<file path="src/design/rgmii_port_defs.svh">
`ifndef RGMII_PORT_DEFS_SVH
`define RGMII_PORT_DEFS_SVH

// system clock rate in Hz
`define SYS_CLK_HZ      20000000
// transmit clock rates per speed in Hz
`define TXCLK_1000_HZ   125000000
`define TXCLK_100_HZ    25000000
`define TXCLK_10_HZ     2500000
// half periods of the transmit clock in system cycles, rounded down
`define TXHALF_1000     (`SYS_CLK_HZ / (2 * `TXCLK_1000_HZ))
`define TXHALF_100      (`SYS_CLK_HZ / (2 * `TXCLK_100_HZ))
`define TXHALF_10       (`SYS_CLK_HZ / (2 * `TXCLK_10_HZ))
// cycles after reset release before the strap pin level is taken
`define STRAP_WAIT      5'h10
// reference clock select value taken until the strap is read (0 = 25 MHz)
`define REFCLK_SEL_RST  1'b0

`endif

</file>
<file path="src/design/rgmii_port_pkg.sv">
`default_nettype none

package rgmii_port_pkg;

  typedef enum logic [1:0] {
    SPEED_10   = 2'b00,
    SPEED_100  = 2'b01,
    SPEED_1000 = 2'b10
  } speed_t;

  typedef enum logic [1:0] {
    TX_FIRST  = 2'b00,
    TX_SECOND = 2'b01
  } tx_phase_t;

endpackage : rgmii_port_pkg

`default_nettype wire

</file>
<file path="src/design/two_entry_buffer.sv">
`timescale 1ns/100ps
`default_nettype none

module two_entry_buffer
(
  input  wire logic       clk,
  input  wire logic       rst,
  input  wire logic       inValid,
  input  wire logic [7:0] inData,
  output logic            inReady,
  output logic            outValid,
  output logic      [7:0] outData,
  input  wire logic       outReady
);

  typedef struct packed {
    logic [1:0][7:0] entry;
    logic            wrPtr;
    logic            rdPtr;
    logic [1:0]      count;
  } buf_state_t;

  buf_state_t s;
  buf_state_t next_s;

  // full and empty come straight from the count, so neither side is lied to
  assign inReady  = (s.count != 2'h2);
  assign outValid = (s.count != 2'h0);
  assign outData  = s.entry[s.rdPtr];

  // push and pop may happen in the same cycle
  always_comb
  begin
    next_s = s;
    if (inValid && inReady)
    begin
      next_s.entry[s.wrPtr] = inData;
      next_s.wrPtr          = ~s.wrPtr;
    end
    if (outValid && outReady)
      next_s.rdPtr = ~s.rdPtr;
    case ({inValid && inReady, outValid && outReady})
      2'b10:   next_s.count = s.count + 2'h1;
      2'b01:   next_s.count = s.count - 2'h1;
      default: next_s.count = s.count;
    endcase
  end

  always_ff @(posedge clk or posedge rst)
  begin
    if (rst)
      s <= '0;
    else
      s <= next_s;
  end

endmodule : two_entry_buffer

`default_nettype wire

</file>
<file path="src/design/rgmii_port_pins.sv">
//Behaviour
//RULE1 - reference clock may be 25 or 50 MHz, chosen by the strap level
//RULE2 - strap level is read from the lamp five pin, not a dedicated input
//RULE3 - partner supplies management receive clock at 125, 25 or 2.5 MHz
//RULE4 - gigabit receive: bits 3..0 on rising edge, bits 7..4 on falling edge
//RULE5 - 10/100 receive: only bits 3..0, sampled on rising receive clock edge
//RULE6 - management receive valid is active high and qualifies the nibble
//RULE7 - partner drives receive valid from its own transmit enable
//RULE8 - device drives management transmit clock at 125, 25 or 2.5 MHz; code gives 10 MHz (sys_clk/2) at 1000 and 100
//RULE9 - gigabit transmit: bits 3..0 on rising edge, bits 7..4 on falling edge
//RULE10 - 10/100 transmit: only bits 3..0, launched on rising transmit edge
//RULE11 - partner supplies uplink receive clock at 125, 25 or 2.5 MHz
//RULE12 - uplink receive valid qualifies the four uplink receive data inputs
//RULE13 - lamp select 0: shared uplink pin carries the transmit clock
//RULE14 - lamp select 1: shared uplink pin carries lamp 15, active low
//RULE15 - transmit enable high exactly while valid frame data is presented
`include "rgmii_port_defs.svh"
`timescale 1ns/100ps
`default_nettype none

module rgmii_port_pins
(
  input  wire logic                 sys_clk,
  input  wire logic                 rst,
  input  wire rgmii_port_pkg::speed_t speedMode,
  input  wire logic                 mgmtPortRxClock,
  input  wire logic [3:0]           mgmtPortRxData,
  input  wire logic                 mgmtPortRxValid,
  output logic                      mgmtPortTxClock,
  output logic      [3:0]           mgmtPortTxData,
  output logic                      mgmtPortTxEnable,
  output logic      [7:0]           rxByte,
  output logic                      rxByteValid,
  input  wire logic                 rxByteReady,
  output logic                      rxOverrun,
  input  wire logic [7:0]           txByte,
  input  wire logic                 txByteValid,
  output logic                      txByteReady,
  input  wire logic                 uplinkRxClock,
  input  wire logic [3:0]           uplinkRxData,
  input  wire logic                 uplinkRxValid,
  output logic      [3:0]           uplinkRxNibble,
  output logic                      uplinkRxNibbleValid,
  input  wire logic                 uplinkLampSelect,
  input  wire logic                 lampFifteenOn,
  output logic                      uplinkTxClockOrLamp,
  input  wire logic                 lampFiveOn,
  input  wire logic                 lampFiveIn,
  output logic                      lampFiveOut,
  output logic                      lampFiveOe,
  output logic                      refclkFreqStrap
);

  import rgmii_port_pkg::*;

  typedef struct packed {
    logic [2:0]      mClkSync;
    logic [2:0]      mDvSync;
    logic [2:0][3:0] mDataSync;
    logic            mClkLvl;
    logic [2:0]      uClkSync;
    logic [2:0]      uDvSync;
    logic [2:0][3:0] uDataSync;
    logic            uClkLvl;
    logic [3:0]      uNibble;
    logic            uNibbleValid;
    logic [3:0]      rxLo;
    logic            rxHave;
    logic            pushValid;
    logic [7:0]      pushData;
    logic            overrun;
    logic [5:0]      divCnt;
    logic            txClk;
    tx_phase_t       txPhase;
    logic [3:0]      txHi;
    logic [3:0]      txNib;
    logic            txEn;
    logic            uOut;
    logic [2:0]      strapSync;
    logic [4:0]      strapCnt;
    logic            strapDone;
    logic            refclk50;
    logic            lampOut;
  } pins_state_t;

  pins_state_t s;
  pins_state_t next_s;
  logic        bufInReady;
  logic        mRise;
  logic        mFall;
  logic        uRise;
  logic        uFall;
  logic        txRise;
  logic        txFall;
  logic        txTake;

  // an edge counts once stages two and three agree on a level new to us
  function automatic logic [1:0] edgeOf(input logic [2:0] sync, input logic lvl);
    logic [1:0] r;
    r = 2'h0;
    if ((sync[1] == sync[2]) && (sync[2] != lvl))
      r = {sync[2], ~sync[2]};
    return r;
  endfunction : edgeOf

  // half period in system cycles; rates above sys_clk/2 clamp to one cycle
  function automatic logic [5:0] halfCount(input speed_t sp);
    int h;
    case (sp)
      SPEED_1000: h = `TXHALF_1000;
      SPEED_100:  h = `TXHALF_100;
      default:    h = `TXHALF_10;
    endcase
    if (h < 1)
      h = 1;
    return h[5:0];
  endfunction : halfCount

  // received bytes wait here, two deep, so a consumer stalled for up to two bytes does not lose a word
  two_entry_buffer rxBuffer
  (
    .clk      (sys_clk),
    .rst      (rst),
    .inValid  (s.pushValid),
    .inData   (s.pushData),
    .inReady  (bufInReady),
    .outValid (rxByteValid),
    .outData  (rxByte),
    .outReady (rxByteReady)
  );

  // edge events and the transmit handshake
  assign {mRise, mFall} = edgeOf(s.mClkSync, s.mClkLvl);
  assign {uRise, uFall} = edgeOf(s.uClkSync, s.uClkLvl);
  assign txRise      = (s.divCnt <= 6'h01) && !s.txClk;
  assign txFall      = (s.divCnt <= 6'h01) && s.txClk;
  assign txTake      = txRise && txByteValid &&
                       ((speedMode == SPEED_1000) || (s.txPhase == TX_FIRST));
  assign txByteReady = txTake;

  always_comb
  begin
    next_s = s;
    // three-stage synchronisers; stage one feeds only stage two
    next_s.mClkSync  = {s.mClkSync[1:0], mgmtPortRxClock};
    next_s.mDvSync   = {s.mDvSync[1:0], mgmtPortRxValid};
    next_s.mDataSync = {s.mDataSync[1:0], mgmtPortRxData};
    next_s.uClkSync  = {s.uClkSync[1:0], uplinkRxClock};
    next_s.uDvSync   = {s.uDvSync[1:0], uplinkRxValid};
    next_s.uDataSync = {s.uDataSync[1:0], uplinkRxData};
    next_s.strapSync = {s.strapSync[1:0], lampFiveIn};
    if (mRise || mFall)
      next_s.mClkLvl = mRise;
    if (uRise || uFall)
      next_s.uClkLvl = uRise;

    // management receive: nibbles paired into bytes, low nibble first
    next_s.pushValid = 1'b0;
    next_s.overrun   = s.pushValid && !bufInReady; // link cannot stall, so report
    if (speedMode == SPEED_1000)
    begin
      if (mRise)
      begin
        next_s.rxHave = s.mDvSync[2]; // [RULE6]
        next_s.rxLo   = s.mDataSync[2]; // [RULE4]
      end
      else if (mFall && s.rxHave)
      begin
        next_s.pushValid = 1'b1;
        next_s.pushData  = {s.mDataSync[2], s.rxLo}; // [RULE4]
        next_s.rxHave    = 1'b0;
      end
    end
    else if (mRise)
    begin
      if (!s.mDvSync[2])
        next_s.rxHave = 1'b0; // odd nibble at frame end is dropped [RULE6]
      else if (!s.rxHave)
      begin
        next_s.rxLo   = s.mDataSync[2]; // [RULE5]
        next_s.rxHave = 1'b1;
      end
      else
      begin
        next_s.pushValid = 1'b1;
        next_s.pushData  = {s.mDataSync[2], s.rxLo}; // [RULE5]
        next_s.rxHave    = 1'b0;
      end
    end

    // uplink receive: each valid nibble on a rising edge is passed on
    next_s.uNibbleValid = uRise && s.uDvSync[2]; // [RULE12]
    if (uRise && s.uDvSync[2])
      next_s.uNibble = s.uDataSync[2]; // [RULE12]

    // transmit clock divider; true rate only where sys_clk allows it
    if (s.divCnt <= 6'h01)
    begin
      next_s.txClk  = ~s.txClk; // [RULE8]
      next_s.divCnt = halfCount(speedMode); // [RULE8]
    end
    else
      next_s.divCnt = s.divCnt - 6'h01;

    // transmit launch on the same edge that the clock output changes
    if (txRise)
    begin
      if ((speedMode != SPEED_1000) && (s.txPhase == TX_SECOND))
      begin
        next_s.txNib   = s.txHi; // [RULE10]
        next_s.txPhase = TX_FIRST;
      end
      else if (txTake)
      begin
        next_s.txNib   = txByte[3:0]; // [RULE9] [RULE10]
        next_s.txHi    = txByte[7:4];
        next_s.txEn    = 1'b1; // [RULE15]
        next_s.txPhase = (speedMode == SPEED_1000) ? TX_FIRST : TX_SECOND;
      end
      else
        next_s.txEn = 1'b0; // [RULE15]
    end
    else if (txFall && (speedMode == SPEED_1000) && s.txEn)
      next_s.txNib = s.txHi; // [RULE9]

    // shared uplink pin: transmit clock or inverted lamp
    next_s.uOut = uplinkLampSelect ? ~lampFifteenOn : next_s.txClk; // [RULE13] [RULE14]

    // strap: pin left undriven until its level has been taken
    if (!s.strapDone)
    begin
      if (s.strapCnt == `STRAP_WAIT)
      begin
        next_s.refclk50  = s.strapSync[2]; // [RULE1] [RULE2]
        next_s.strapDone = 1'b1;
      end
      else
        next_s.strapCnt = s.strapCnt + 5'h01;
    end
    next_s.lampOut = ~lampFiveOn; // lamp is active low once released
  end

  // reset holds every flag clear and the strap at its default choice
  always_ff @(posedge sys_clk or posedge rst)
  begin
    if (rst)
    begin
      s          <= '0;
      s.refclk50 <= `REFCLK_SEL_RST;
    end
    else
      s <= next_s;
  end

  // all link-facing data outputs come from flops
  assign mgmtPortTxClock     = s.txClk;
  assign mgmtPortTxData      = s.txNib;
  assign mgmtPortTxEnable    = s.txEn;
  assign rxOverrun           = s.overrun;
  assign uplinkRxNibble      = s.uNibble;
  assign uplinkRxNibbleValid = s.uNibbleValid;
  assign uplinkTxClockOrLamp = s.uOut;
  assign lampFiveOut         = s.lampOut;
  assign lampFiveOe          = s.strapDone; // [RULE2]
  assign refclkFreqStrap     = s.refclk50;

endmodule : rgmii_port_pins

`default_nettype wire

</file>
<file path="config.mk">
export PLATFORM = sky130hd
export DESIGN_NAME = rgmii_port_pins
export DESIGN_NICKNAME = d
export VERILOG_FILES = /design/src/design/rgmii_port_pkg.sv /design/src/design/two_entry_buffer.sv /design/src/design/rgmii_port_pins.sv
export VERILOG_INCLUDE_DIRS = /design/src /design/src/design
export SDC_FILE = /design/constraint.sdc
export NUM_CORES = 1
export LEC_CHECK = 0
export ABC_AREA = 1
export BUFFER_PORTS_ARGS = -buffer_cell sky130_fd_sc_hd__buf_2
export CAP_MARGIN = 10
export CORE_AREA = 2 2 99 110
export DETAILED_ROUTE_END_ITERATION = 16
export DIE_AREA = 0 0 101 112
export SYNTH_ARGS = -nofsm -noshare
export SYNTH_HDL_FRONTEND = slang
export SYNTH_SLANG_ARGS = --single-unit
</file>
<file path="constraint.sdc">
create_clock -name sys_clk -period 4.1 [get_ports sys_clk]
set_input_delay 0.205 -clock sys_clk [delete_from_list [all_inputs] [get_ports sys_clk]]
set_output_delay 0.205 -clock sys_clk [all_outputs]
set_load 0.03 [all_outputs]
</file>
# After elaboration in Yosys (flattened, before gate mapping)
# Cells that the tools add are included.
[op_classes]
add_sub_neg = 4
magnitude_cmp = 5
eq_ne = 15
mux = 35
bitwise = 10
reduce_logical = 39
[ops]
columns = ["cell", "count"]
rows = [
  ["$lt 32x2->1 const B", 1],
  ["$mux 32", 1],
  ["$mux 14", 2],
  ["$mux 9", 3],
  ["$mux 4", 6],
  ["$mux 8", 3],
  ["$mux 10", 2],
  ["$bwmux 16", 1],
  ["$reduce_bool 2->1", 8],
  ["$logic_and 1x1->1", 15],
  ["$mux 6", 2],
  ["$reduce_and 2->1", 6],
  ["$mux 2", 5],
  ["$not 1->1", 10],
  ["$demux 8 s1", 1],
  ["$mux 1", 7],
  ["$eq 2x1->1 const B", 3],
  ["$le 6x1->1 const B", 1],
  ["$ne 2x2->1 const B", 3],
  ["$reduce_and 3->1", 2],
  ["$sub 6x1->6 const B", 1],
  ["$add 5x1->5 const B", 1],
  ["$eq 5x5->1 const B", 1],
  ["$reduce_and 5->1", 1],
  ["15 further kinds", 22],
]
[totals]
register_bits = 108
output_inout_bits = 26

# Longest topological paths before layout
# Gate-level depths: netlist (run 1).
[depth]
depth_word = 7
ltp_mapped = 13
depth_no_buf = 13

# By module
# Synthesis (run 1) repeated with hierarchy kept, for this count alone.
[unflattened]
hier_cells = 430
area_unflattened_um2 = 4282.9
[modules_own_cells]
columns = ["module", "n_inst", "cells_per_inst", "area_each_um2"]
rows = [
  ["rgmii_port_pins", 1, 305, 3265.6],
  ["two_entry_buffer", 1, 125, 1017.2],
]

# Worst setup path after synthesis (run 1)
# OpenSTA, ideal clock, no wires.
[synth_path]
path_type = "reg2reg"
from = "register s[24] (netlist name)"
to = "register s[17] (netlist name)"
arrival_ns = 1.803
t_required_ns = 3.983
setup_slack_ns = 2.180
stages_incl_launch_ff = 14
path_buffers = 0
period_less_slack_ns = 1.920
cell_sequence = "dfrtp_1 > inv_1 > ha_1 > o21ai_0 > inv_1 > nand2_1 > inv_1 > ha_1 > nand2_1 > inv_2 > nand2_2 > inv_2 > nand2_1 > nand2_1"
[synth_via]
elab_chain_len = 5
[synth_rtl]
columns = ["element", "line", "source"]
rows = [
  ["start, declared", "rgmii_port_pins.sv:86", "pins_state_t s;"],
  ["start signal, assigned", "rgmii_port_pins.sv:252", "s <= next_s;"],
  ["$le 6x1->1", "rgmii_port_pins.sv:135", "assign txRise = (s.divCnt <= 6'h01) && !s.txClk;"],
  ["$logic_and 1x1->1", "rgmii_port_pins.sv:135", ""],
  ["$logic_and 1x1->1 (2 in a row)", "rgmii_port_pins.sv:137", "assign txTake = txRise && txByteValid &&"],
  ["named net txByteReady", "rgmii_port_pins.sv:38", "output logic txByteReady,"],
  ["$reduce_and 3->1 (no source line)", "-", ""],
]
# The timed path passes the listed nets, and every way through them passes these cells.
# A chain may end at the register's enable or synchronous reset.

# Worst setup path in the final report (run 1)
[layout_path]
from = "register s[24] (netlist name)"
to = "output port txByteReady"
[layout_via]
elab_chain_len = 4
[layout_rtl]
columns = ["element", "line"]
rows = [
  ["$le 6x1->1", "rgmii_port_pins.sv:135"],
  ["$logic_and 1x1->1", "rgmii_port_pins.sv:135"],
  ["$logic_and 1x1->1 (2 in a row)", "rgmii_port_pins.sv:137"],
  ["end, declared", "rgmii_port_pins.sv:38"],
]
# Every way passes these cells.

==> results of run 1 <==
## final cells by class
type / instances / area [um^2]
clock inverters: 3 / 25.02
multi-input cells: 250 / 1260
clock buffers: 11 / 252.7
flip-flops and latches: 107 / 2678
repair buffers: 70 / 422.9
well taps: 123 / 153.9
inverters: 43 / 163.9
fillers: 983 / 5291
## power by group
part | switching, mW | internal (mW)
Combinational | 0.509 | 0.265
Clock | 0.364 | 0.440
Sequential | 0.149 | 1.28
Total | 1.02 | 1.98
## worst max-delay path, delay by kind of cell (launching register included)
kind            cells  cell delay, ns
compound gates      1            0.24
flops               1            0.38
fa+ha+maj           2            0.47
buf+inv             6            0.57
simple gates        3            0.42
## synth_stat cells (all sizes together)
library cell,count
ha,8
a21oi,11
xnor2,4
nand4,2
dfrtp,107
inv,43
maj3,1
nand3,26
nor2,26
xor2,3
nand3b,1
nor3,1
buf,12
o21ai,24
nand2,142
or2,1
## worst max-delay path by stage
stage,start,depth (start not counted),slack [ns],to
after global placement,s[24],12,1.97,txByteReady
after global routing,s[24],12,1.24,txByteReady
after detailed placement,s[24],12,1.85,txByteReady
after floorplan,rst,1,1.08,lampFiveOe
final,s[24],12,1.47,txByteReady
after CTS,s[24],12,1.45,txByteReady
## stage by stage
step | instance area, um^2 | setup WS [ns] | total power, mW | util (%) | hold WS [ns]
4_1_cts | 4956 | 1.452 | 3.050 | 48.36 | 0.01315
6_report | 4956 | 1.471 | 3.003 | 48.36 | 0.02034
3_5_place_dp | 4538 | 1.855 | 2.218 | 44.29 | 0.3148
3_3_place_gp | 4538 | 1.971 | 2.195 | 44.29 | 0.3139
5_1_grt | 4956 | 1.240 | 3.218 | 48.36 | 0.01841
2_1_floorplan | 4192 | 1.078 | 2.056 | - | 0.2364
## metal layers
metal	track usage [%]	vias up
met4	6.306	0
met5	0	-
met3	4.018	10
li1	-	1410
met2	20.62	62
met1	16.45	1240
## cell families after synthesis
| kind of cell | synth area share (%) |
|---|---|
| DFF | 63.88 |
| xor gates and xnor gates | 1.463 |
| buffers and inverters | 6.060 |
| and+or+nand+nor | 21.07 |
| adders and majority gates | 2.627 |
| AOI/OAI and AO/OA | 4.896 |
## registers in the layout (all words and copies together), names as in the netlist
signal	cells
mgmtPortTxEnable	1
lampFiveOut	1
lampFiveOe	1
uplinkTxClockOrLamp	1
s	45
uplinkRxNibbleValid	1
rxBuffer.s	20
uplinkRxNibble	4
refclkFreqStrap	1
next_s	26
mgmtPortTxData	4
rxOverrun	1
mgmtPortTxClock	1
## timing repair
action | in CTS | in global routing
endpoints found under the hold margin | 14 | 0
hold buffers | 14 | 0
setup endpoints to repair | 0 | 0
==> out/results.ini, run 1 <==
[final_layout]
final_cells = 607
area_delta_synth_final_pct = 18.24
antenna_cells = 0
final_common_cell = nand2_1
final_cell_mix = nand2_1, dfrtp_1, buf_2, inv_1, nand3_1
nets = 519
drive_above_1_share_pct = 20.66

[worst_setup_path]
regToRegEndpoint = mgmtPortTxData[1]
cp.arrival_ns = 2.42
crit_slowest_cell = dfrtp_1
max_stage_delay_ns = 0.38
critPathLaunchType = register
critPathKind = reg2out
endpoint_kind = output pin
worstPathMaxFanout = 7
reg2reg_slack_ns = 1.92
rr_startpoint = s[24]
path_cells = inv_1 > ha_1 > o21ai_0 > inv_1 > nand2_1 > inv_1 > ha_1 > nand2_1 > inv_2 > nand2_2 > inv_2 > buf_2
cp.required_ns = 3.89
cp_common_cell = inv_1
r2r_cells = 13

[timing]
slew_viol_final = 0
maxSlewHeadroom_pct = 41.49
fmax_mhz = 380.4
rsz0062_at_grt = no
skew_ns = 0.006911
fin_setup_tns_ns = 0
fin_crit_sh_pct = 64.12
fin_crit_ns = 2.629
setup_viol = 0
hold_viol_final = 0
worst_pin_slew_ns = 0.8776

[routing]
top_layer = met4
avgViaCountPerCell = 4.484
drt-total-wl_um = 6724
first_iter_violations = 112
wl_per_cell_um = 11.08
ant_nets = 0
vias = 2722
drtPass1Iterations = 4
wl_met3_um = 295
wl_met1_um = 3119
dr_wl_met2_um = 3193
drc = 0

[place]
gp_congestion = 0.8231
place.detailed.hpwl_um = 4630
dpl.cell_count = 579
io_buffers = 55

[global_route]
grt_pass1_vias = 2740
antenna_found_initial = 0
grt_pass1_wl_um = 11740
grt_max_degree = 76
track_usage_pct = 13.12
grt_overflow = 0

[clocking]
cts_tree = yes
clkTransAtPathRegs_ns = 0.07
cts_root_buffer = clkbuf_16
clockBufferDepth = 2
htree_levels = 3
clkSinkCount = 107
cts_setup_buffers = 0
cts_buffers = 9
clk_latency_ns = 0.34
cts_resized = 0

[yosys]
syn_avg_cell_area_um2 = 10.17
syn_nets = 450
seq_area_frac_synth_pct = 63.88
yosysTopAreaCell = dfrtp_1
synthTopCellsByArea = dfrtp_1, nand2_1, inv_1
yosys.area.top_type_share_pct = 63.88
syn_area_um2 = 4192
synthCells = 412
synth-seq-cells = 107
synth.distinct_cells = 26
ys_warn_count = 0

[pwr]
p_leak_nw = 2.637
ir_drop_uv = 373.0
pwr_density_cell_nw_per_um2 = 605.9

[die]
die_w_um = 101
fp.dieArea_um2 = 11310
io_pins = 56
die_h_um = 112
core_um2 = 10250
start_util_pct = 40.90
rows = 39

[hold_path]
hold_class = in2reg
hold_depth = 2
worstHoldStart = lampFifteenOn
hold_end = uplinkTxClockOrLamp

[job]
max-cap-violations = 0

[outcome]
status = finished clean

(Power assumes the default switching activity.)
==> run 2, diff against run 1 <==
--- a/config.mk
+++ b/config.mk
@@ -6,12 +6,12 @@
 export SDC_FILE = /design/constraint.sdc
 export NUM_CORES = 1
 export LEC_CHECK = 0
-export ABC_AREA = 1
+export ABC_AREA = 0
 export BUFFER_PORTS_ARGS = -buffer_cell sky130_fd_sc_hd__buf_2
 export CAP_MARGIN = 10
-export CORE_AREA = 2 2 99 110
+export CORE_AREA = 2 2 96 107
 export DETAILED_ROUTE_END_ITERATION = 16
-export DIE_AREA = 0 0 101 112
+export DIE_AREA = 0 0 98 109
 export SYNTH_ARGS = -nofsm -noshare
 export SYNTH_HDL_FRONTEND = slang
 export SYNTH_SLANG_ARGS = --single-unit
==> constraint.sdc (replaced) <==
create_clock -name sys_clk -period 2.3 [get_ports sys_clk]
set_input_delay 0.115 -clock sys_clk [delete_from_list [all_inputs] [get_ports sys_clk]]
set_output_delay 0.115 -clock sys_clk [all_outputs]
set_load 0.03 [all_outputs]
==> run 2 against run 1 <==
- power grew 71%
- setup slack got worse by 1.3 ns
- critical path type unchanged
- global-route usage shrank 0.85 points
- critical path depth is 7 lower
- die area shrank 5.6%
==> out/results.ini, run 2 <==
[final_layout]
nets = 401
max_flop_register = s
drive_above_1_share_pct = 34.78
largest_reg_flops = 45
final_common_cell = dfrtp_1
finalInstanceArea_um2 = 4828
n_fill_cell = 823
final_cell_mix = dfrtp_1, buf_2, mux2_2, nand2_1, dlygate4sd3_1
area_delta_synth_final_pct = 22.08
antenna_cells = 0

[clocking]
clk_latency_ns = 0.35
clockBufferDepth = 2
cts_setup_buffers = 0
cts_buffers = 9
cts_tree = yes
clkSinkCount = 107
clkTransAtPathRegs_ns = 0.10
cts_root_buffer = clkbuf_8
htree_levels = 3

[die]
die_w_um = 98
start_util_pct = 40.98
io_pins = 56
die_h_um = 109
rows = 38
fp.dieArea_um2 = 10680
core_um2 = 9652

[worst_setup_path]
cp.required_ns = 2.18
worstPathMaxFanout = 6
endpoint_kind = output pin
critPathKind = reg2out
critPathLaunchType = register
cp.arrival_ns = 2.06

[yosys]
synth_most_common_cell = dfrtp_1
ys_warn_count = 0
yosys.area.top_type_share_pct = 67.70
seq_area_frac_synth_pct = 67.70
synthArstFlopShare_pct = 100.0
synth_common_cells = dfrtp_1, mux2_2, nand2_1, inv_1, nor2_1
synthCells = 280
synth_edf_count = 0
synth_ff_type = dfrtp_1
syn_avg_cell_area_um2 = 14.13
syn_area_um2 = 3955
yosysTopAreaCell = dfrtp_1
synth-seq-cells = 107
synthTopCellsByArea = dfrtp_1, mux2_2, nand2_1
synth.distinct_cells = 38
syn_nets = 318

[pwr]
seq_power_share_pct = 49.7
p_leak_nw = 2.331
switching_share_pct = 31.68
p_comb_share_pct = 25.3
pwr-share-clk_pct = 24.9
ir_drop_uv = 710.7
p_switching_mw = 1.627
pwr_density_cell_nw_per_um2 = 1064
p_int_mw = 3.510

[global_route]
antenna_found_initial = 0
grt_overflow = 0
grt_pass1_wl_um = 10470
grt_max_degree = 35
grt_pass1_vias = 2253
track_usage_pct = 12.27

[place]
placed_cell_area_um2 = 4383
dp_slack_ns = 0.2968
gp_congestion = 0.7351
place.detailed.hpwl_um = 4063
io_buffers = 55

[timing]
slew_viol_final = 0
fmax_mhz = 460.7
skew_ns = 0.008979
rsz0062_at_grt = no
hold_viol_final = 0
maxSlewHeadroom_pct = 52.84
setup_slack_ns = 0.1294
fin_setup_tns_ns = 0
setup_viol = 0
worst_pin_slew_ns = 0.7059
fin_crit_ns = 2.171
fin_crit_sh_pct = 94.37
whs_ns = 0.03332

[routing]
wl_per_cell_um = 12.18
drt-total-wl_um = 5945
avgViaCountPerCell = 4.572
vias = 2231
first_iter_violations = 87
drtPass1Iterations = 4
ant_nets = 0
drc = 0

[outcome]
status = finished clean

[hold_path]
hold_class = in2reg

[job]
max-cap-violations = 0

run 2: stage by stage:
step	power, mW	instances	util (%)
after floorplan	3.571	280	-
after global placement	3.835	451	45.41
after detailed placement	3.869	451	45.41
after CTS	5.211	488	49.99
after global routing	5.487	488	50.03
final	5.137	488	50.03
run 2: logic make-up after synthesis:
group / Yosys count / synth area share [%]
compound gates: 20 / 3.860
xor+xnor: 11 / 2.436
fa+ha+maj: 9 / 2.784
buf+inv: 26 / 3.258
flops: 107 / 67.70
mux: 42 / 11.93
simple gates: 65 / 8.036
run 2: routing by layer:
metal	part of all wire [%]	vias up	track usage (%)
li1	-	1098	-
met1	49	1082	16.61
met2	46	43	19.18
met3	3.9	8	2.949
met4	1.3	0	5.060
met5	0	-	0
run 2: repair_timing:
item | 4_1_cts | 5_1_grt
endpoints found under the hold margin | 49 | 0
hold buffers | 21 | 0
gates resized for setup | 0 | 2
endpoints found under the setup margin | 0 | 1
run 2: power by group through the flow:
stage / registers, mW / clock network [mW] / logic [mW]
finish: 2.56 / 1.28 / 1.30
global route: 2.63 / 1.41 / 1.45
CTS: 2.56 / 1.33 / 1.32
detailed placement: 2.60 / 0 / 1.27
global placement: 2.59 / 0 / 1.25
floorplan: 2.55 / 0 / 1.02
run 2: worst paths after layout:
check	from	to	slack (ns)	cells past startpoint
worst max register to register	s[26]	uplinkTxClockOrLamp	0.20	5
worst max-delay path	s[26]	txByteReady	0.13	5
worst min-delay path	txByte[0]	mgmtPortTxData[0]	0.03	3
min in group asynchronous	rst	next_s[83]	0.41	3
max in group asynchronous	rst	next_s[77]	1.13	4
worst min register to register	next_s[62]	s[62]	0.35	0
run 2: critical path, stage by stage, from the launching register on:
cell and delay [ns]:
dfrtp_1 0.43, or3_1 0.43, nor3_4 0.21, ha_1 0.18, and3_2 0.25, clkbuf_4 0.21
run 2: final cells by class:
| class | count | area (um^2) | share of cell area, % |
|---|---|---|---|
| Sequential cell | 107 | 2678 | 55.45 |
| Timing Repair Buffer | 83 | 553.0 | 11.45 |
| Multi-Input combinational cell | 147 | 1156 | 23.94 |
| Clock buffer | 9 | 123.9 | 2.565 |
| Inverter | 15 | 60.06 | 1.244 |
| Clock inverter | 7 | 107.6 | 2.229 |
| Tap cell | 120 | 150.1 | 3.110 |
==> run 3, diff against run 2 <==
--- a/config.mk
+++ b/config.mk
@@ -12,6 +12,7 @@
 export CORE_AREA = 2 2 96 107
 export DETAILED_ROUTE_END_ITERATION = 16
 export DIE_AREA = 0 0 98 109
+export SETUP_SLACK_MARGIN = 0.15
 export SYNTH_ARGS = -nofsm -noshare
 export SYNTH_HDL_FRONTEND = slang
 export SYNTH_SLANG_ARGS = --single-unit
==> run 3 against run 2 <==
- hold slack better by 0.0013 ns
- via count up 3.1%
- utilization down 0.065 points
- critical endpoint is now uplinkTxClockOrLamp
- largest power group unchanged
==> out/results.ini, run 3 (synthesis results as in run 2) <==
[worst_setup_path]
rr_startpoint = s[26]
cpLargestDelayFamily = buffers and inverters
crit_buf_inv = 1
worstPathMaxFanout = 4
worst-path-stages = 5
critPathKind = reg2reg
r2r_cells = 5
crit_slowest_cell = dlygate4sd3_1
critPathLaunchType = register
cp.required_ns = 2.61
max_stage_delay_ns = 0.57
reg2reg_slack_ns = 0.24
cp.arrival_ns = 2.37
regToRegEndpoint = uplinkTxClockOrLamp
endpoint_kind = register
path_cells = or3_4 > nor3_4 > ha_2 > mux2i_1 > dlygate4sd3_1

[clocking]
clkSinkCount = 107
clk_latency_ns = 0.37
clkTransAtPathRegs_ns = 0.11
cts_tree = yes
cts_root_buffer = clkbuf_8
htree_levels = 3
cts_buffers = 9
clockBufferDepth = 2

[routing]
wl_met1_um = 2895
drt-total-wl_um = 6230
dr_wl_met2_um = 2970
wl_per_cell_um = 12.71
top_layer = met4
vias = 2300
avgViaCountPerCell = 4.694
first_iter_violations = 67
ant_nets = 0
drc = 0
wl_met3_um = 236
drtPass1Iterations = 4

[final_layout]
area_delta_synth_final_pct = 21.92
nets = 403
largest_reg_flops = 45
final_common_cell = dfrtp_1
final_cell_mix = dfrtp_1, buf_2, mux2_2, nand2_1, dlygate4sd3_1
drive_above_1_share_pct = 35.95
antenna_cells = 0
final_cells = 490
n_fill_cell = 859
max_flop_register = s

[die]
core_um2 = 9652
rows = 38
fp.dieArea_um2 = 10680
start_util_pct = 40.98
io_pins = 56
die_w_um = 98
die_h_um = 109

[global_route]
track_usage_pct = 12.41
grt_pass1_vias = 2312
grt_pass1_wl_um = 10520
grt_max_degree = 41
antenna_found_initial = 0
grt_overflow = 0

[job]
max-cap-violations = 0

[timing]
maxSlewHeadroom_pct = 49.74
fin_setup_tns_ns = 0
skew_ns = 0.01075
rsz0062_at_grt = no
fmax_mhz = 484.8
setup_slack_ns = 0.2375
worst_pin_slew_ns = 0.7523
slew_viol_final = 0
hold_viol_final = 0
whs_ns = 0.03460
fin_crit_ns = 2.063
fin_crit_sh_pct = 89.67
setup_viol = 0

[pwr]
ir_drop_uv = 564.9
p_leak_nw = 2.311
pwr_density_cell_nw_per_um2 = 1036
power_mw = 4.997

[hold_path]
hold_class = in2reg
hold_depth = 3
worstHoldStart = txByte[2]
hold_end = mgmtPortTxData[2]

[place]
gp_congestion = 0.7241
dpl.cell_count = 450
dp_slack_ns = 0.3109
io_buffers = 55
place.detailed.hpwl_um = 4107

[outcome]
status = finished clean

[run 3: report_power, final]
group          internal (mW)  switching, mW
Combinational          0.646          0.735
Clock                  0.411          0.654
Sequential              2.28          0.274
Total                   3.33           1.66
[run 3: timing repair]
item | in CTS | in global routing
gates resized for setup | 2 | 4
endpoints found under the setup margin | 1 | 2
hold endpoints to repair | 51 | 0
setup buffers | 0 | 3
hold buffers | 21 | 0
[run 3: per-layer routing]
layer | up-vias | track usage, %
met1 | 1133 | 15.86
met5 | - | 0
met3 | 11 | 2.885
met2 | 46 | 20.11
met4 | 0 | 6.052
li1 | 1110 | -
[run 3: how the worst max path moves through the flow]
stage               startpoint                   to  slack, ns
global route             s[25]          txByteReady       0.14
CTS                      s[24]          txByteReady       0.16
finish                   s[26]  uplinkTxClockOrLamp       0.24
floorplan                s[26]                s[17]       0.16
detailed placement       s[24]                s[20]       0.31
global placement         s[26]                s[17]       0.39
[run 3: through the flow]
step           cell area, um^2  util [%]
6_report                  4822     49.96
5_1_grt                   4822     49.96
4_1_cts                   4786     49.59
3_5_place_dp              4388     45.46
3_3_place_gp              4388     45.46
2_1_floorplan             3973         -
[run 3: area by class of cell]
class / instances / area (um^2) / share of cell area (%)
tap: 120 / 150.1 / 3.114
clock buffer: 9 / 123.9 / 2.569
clock inverter: 7 / 60.06 / 1.245
inverter: 15 / 60.06 / 1.245
multi-input combinational: 147 / 1170 / 24.26
sequential: 107 / 2678 / 55.53
timing repair buffer: 85 / 580.6 / 12.04
[run 3: worst min-delay path, stage by stage]
cell and delay [ns]:
buf_2 0.10, nand4_1 0.08, a31oi_1 0.08
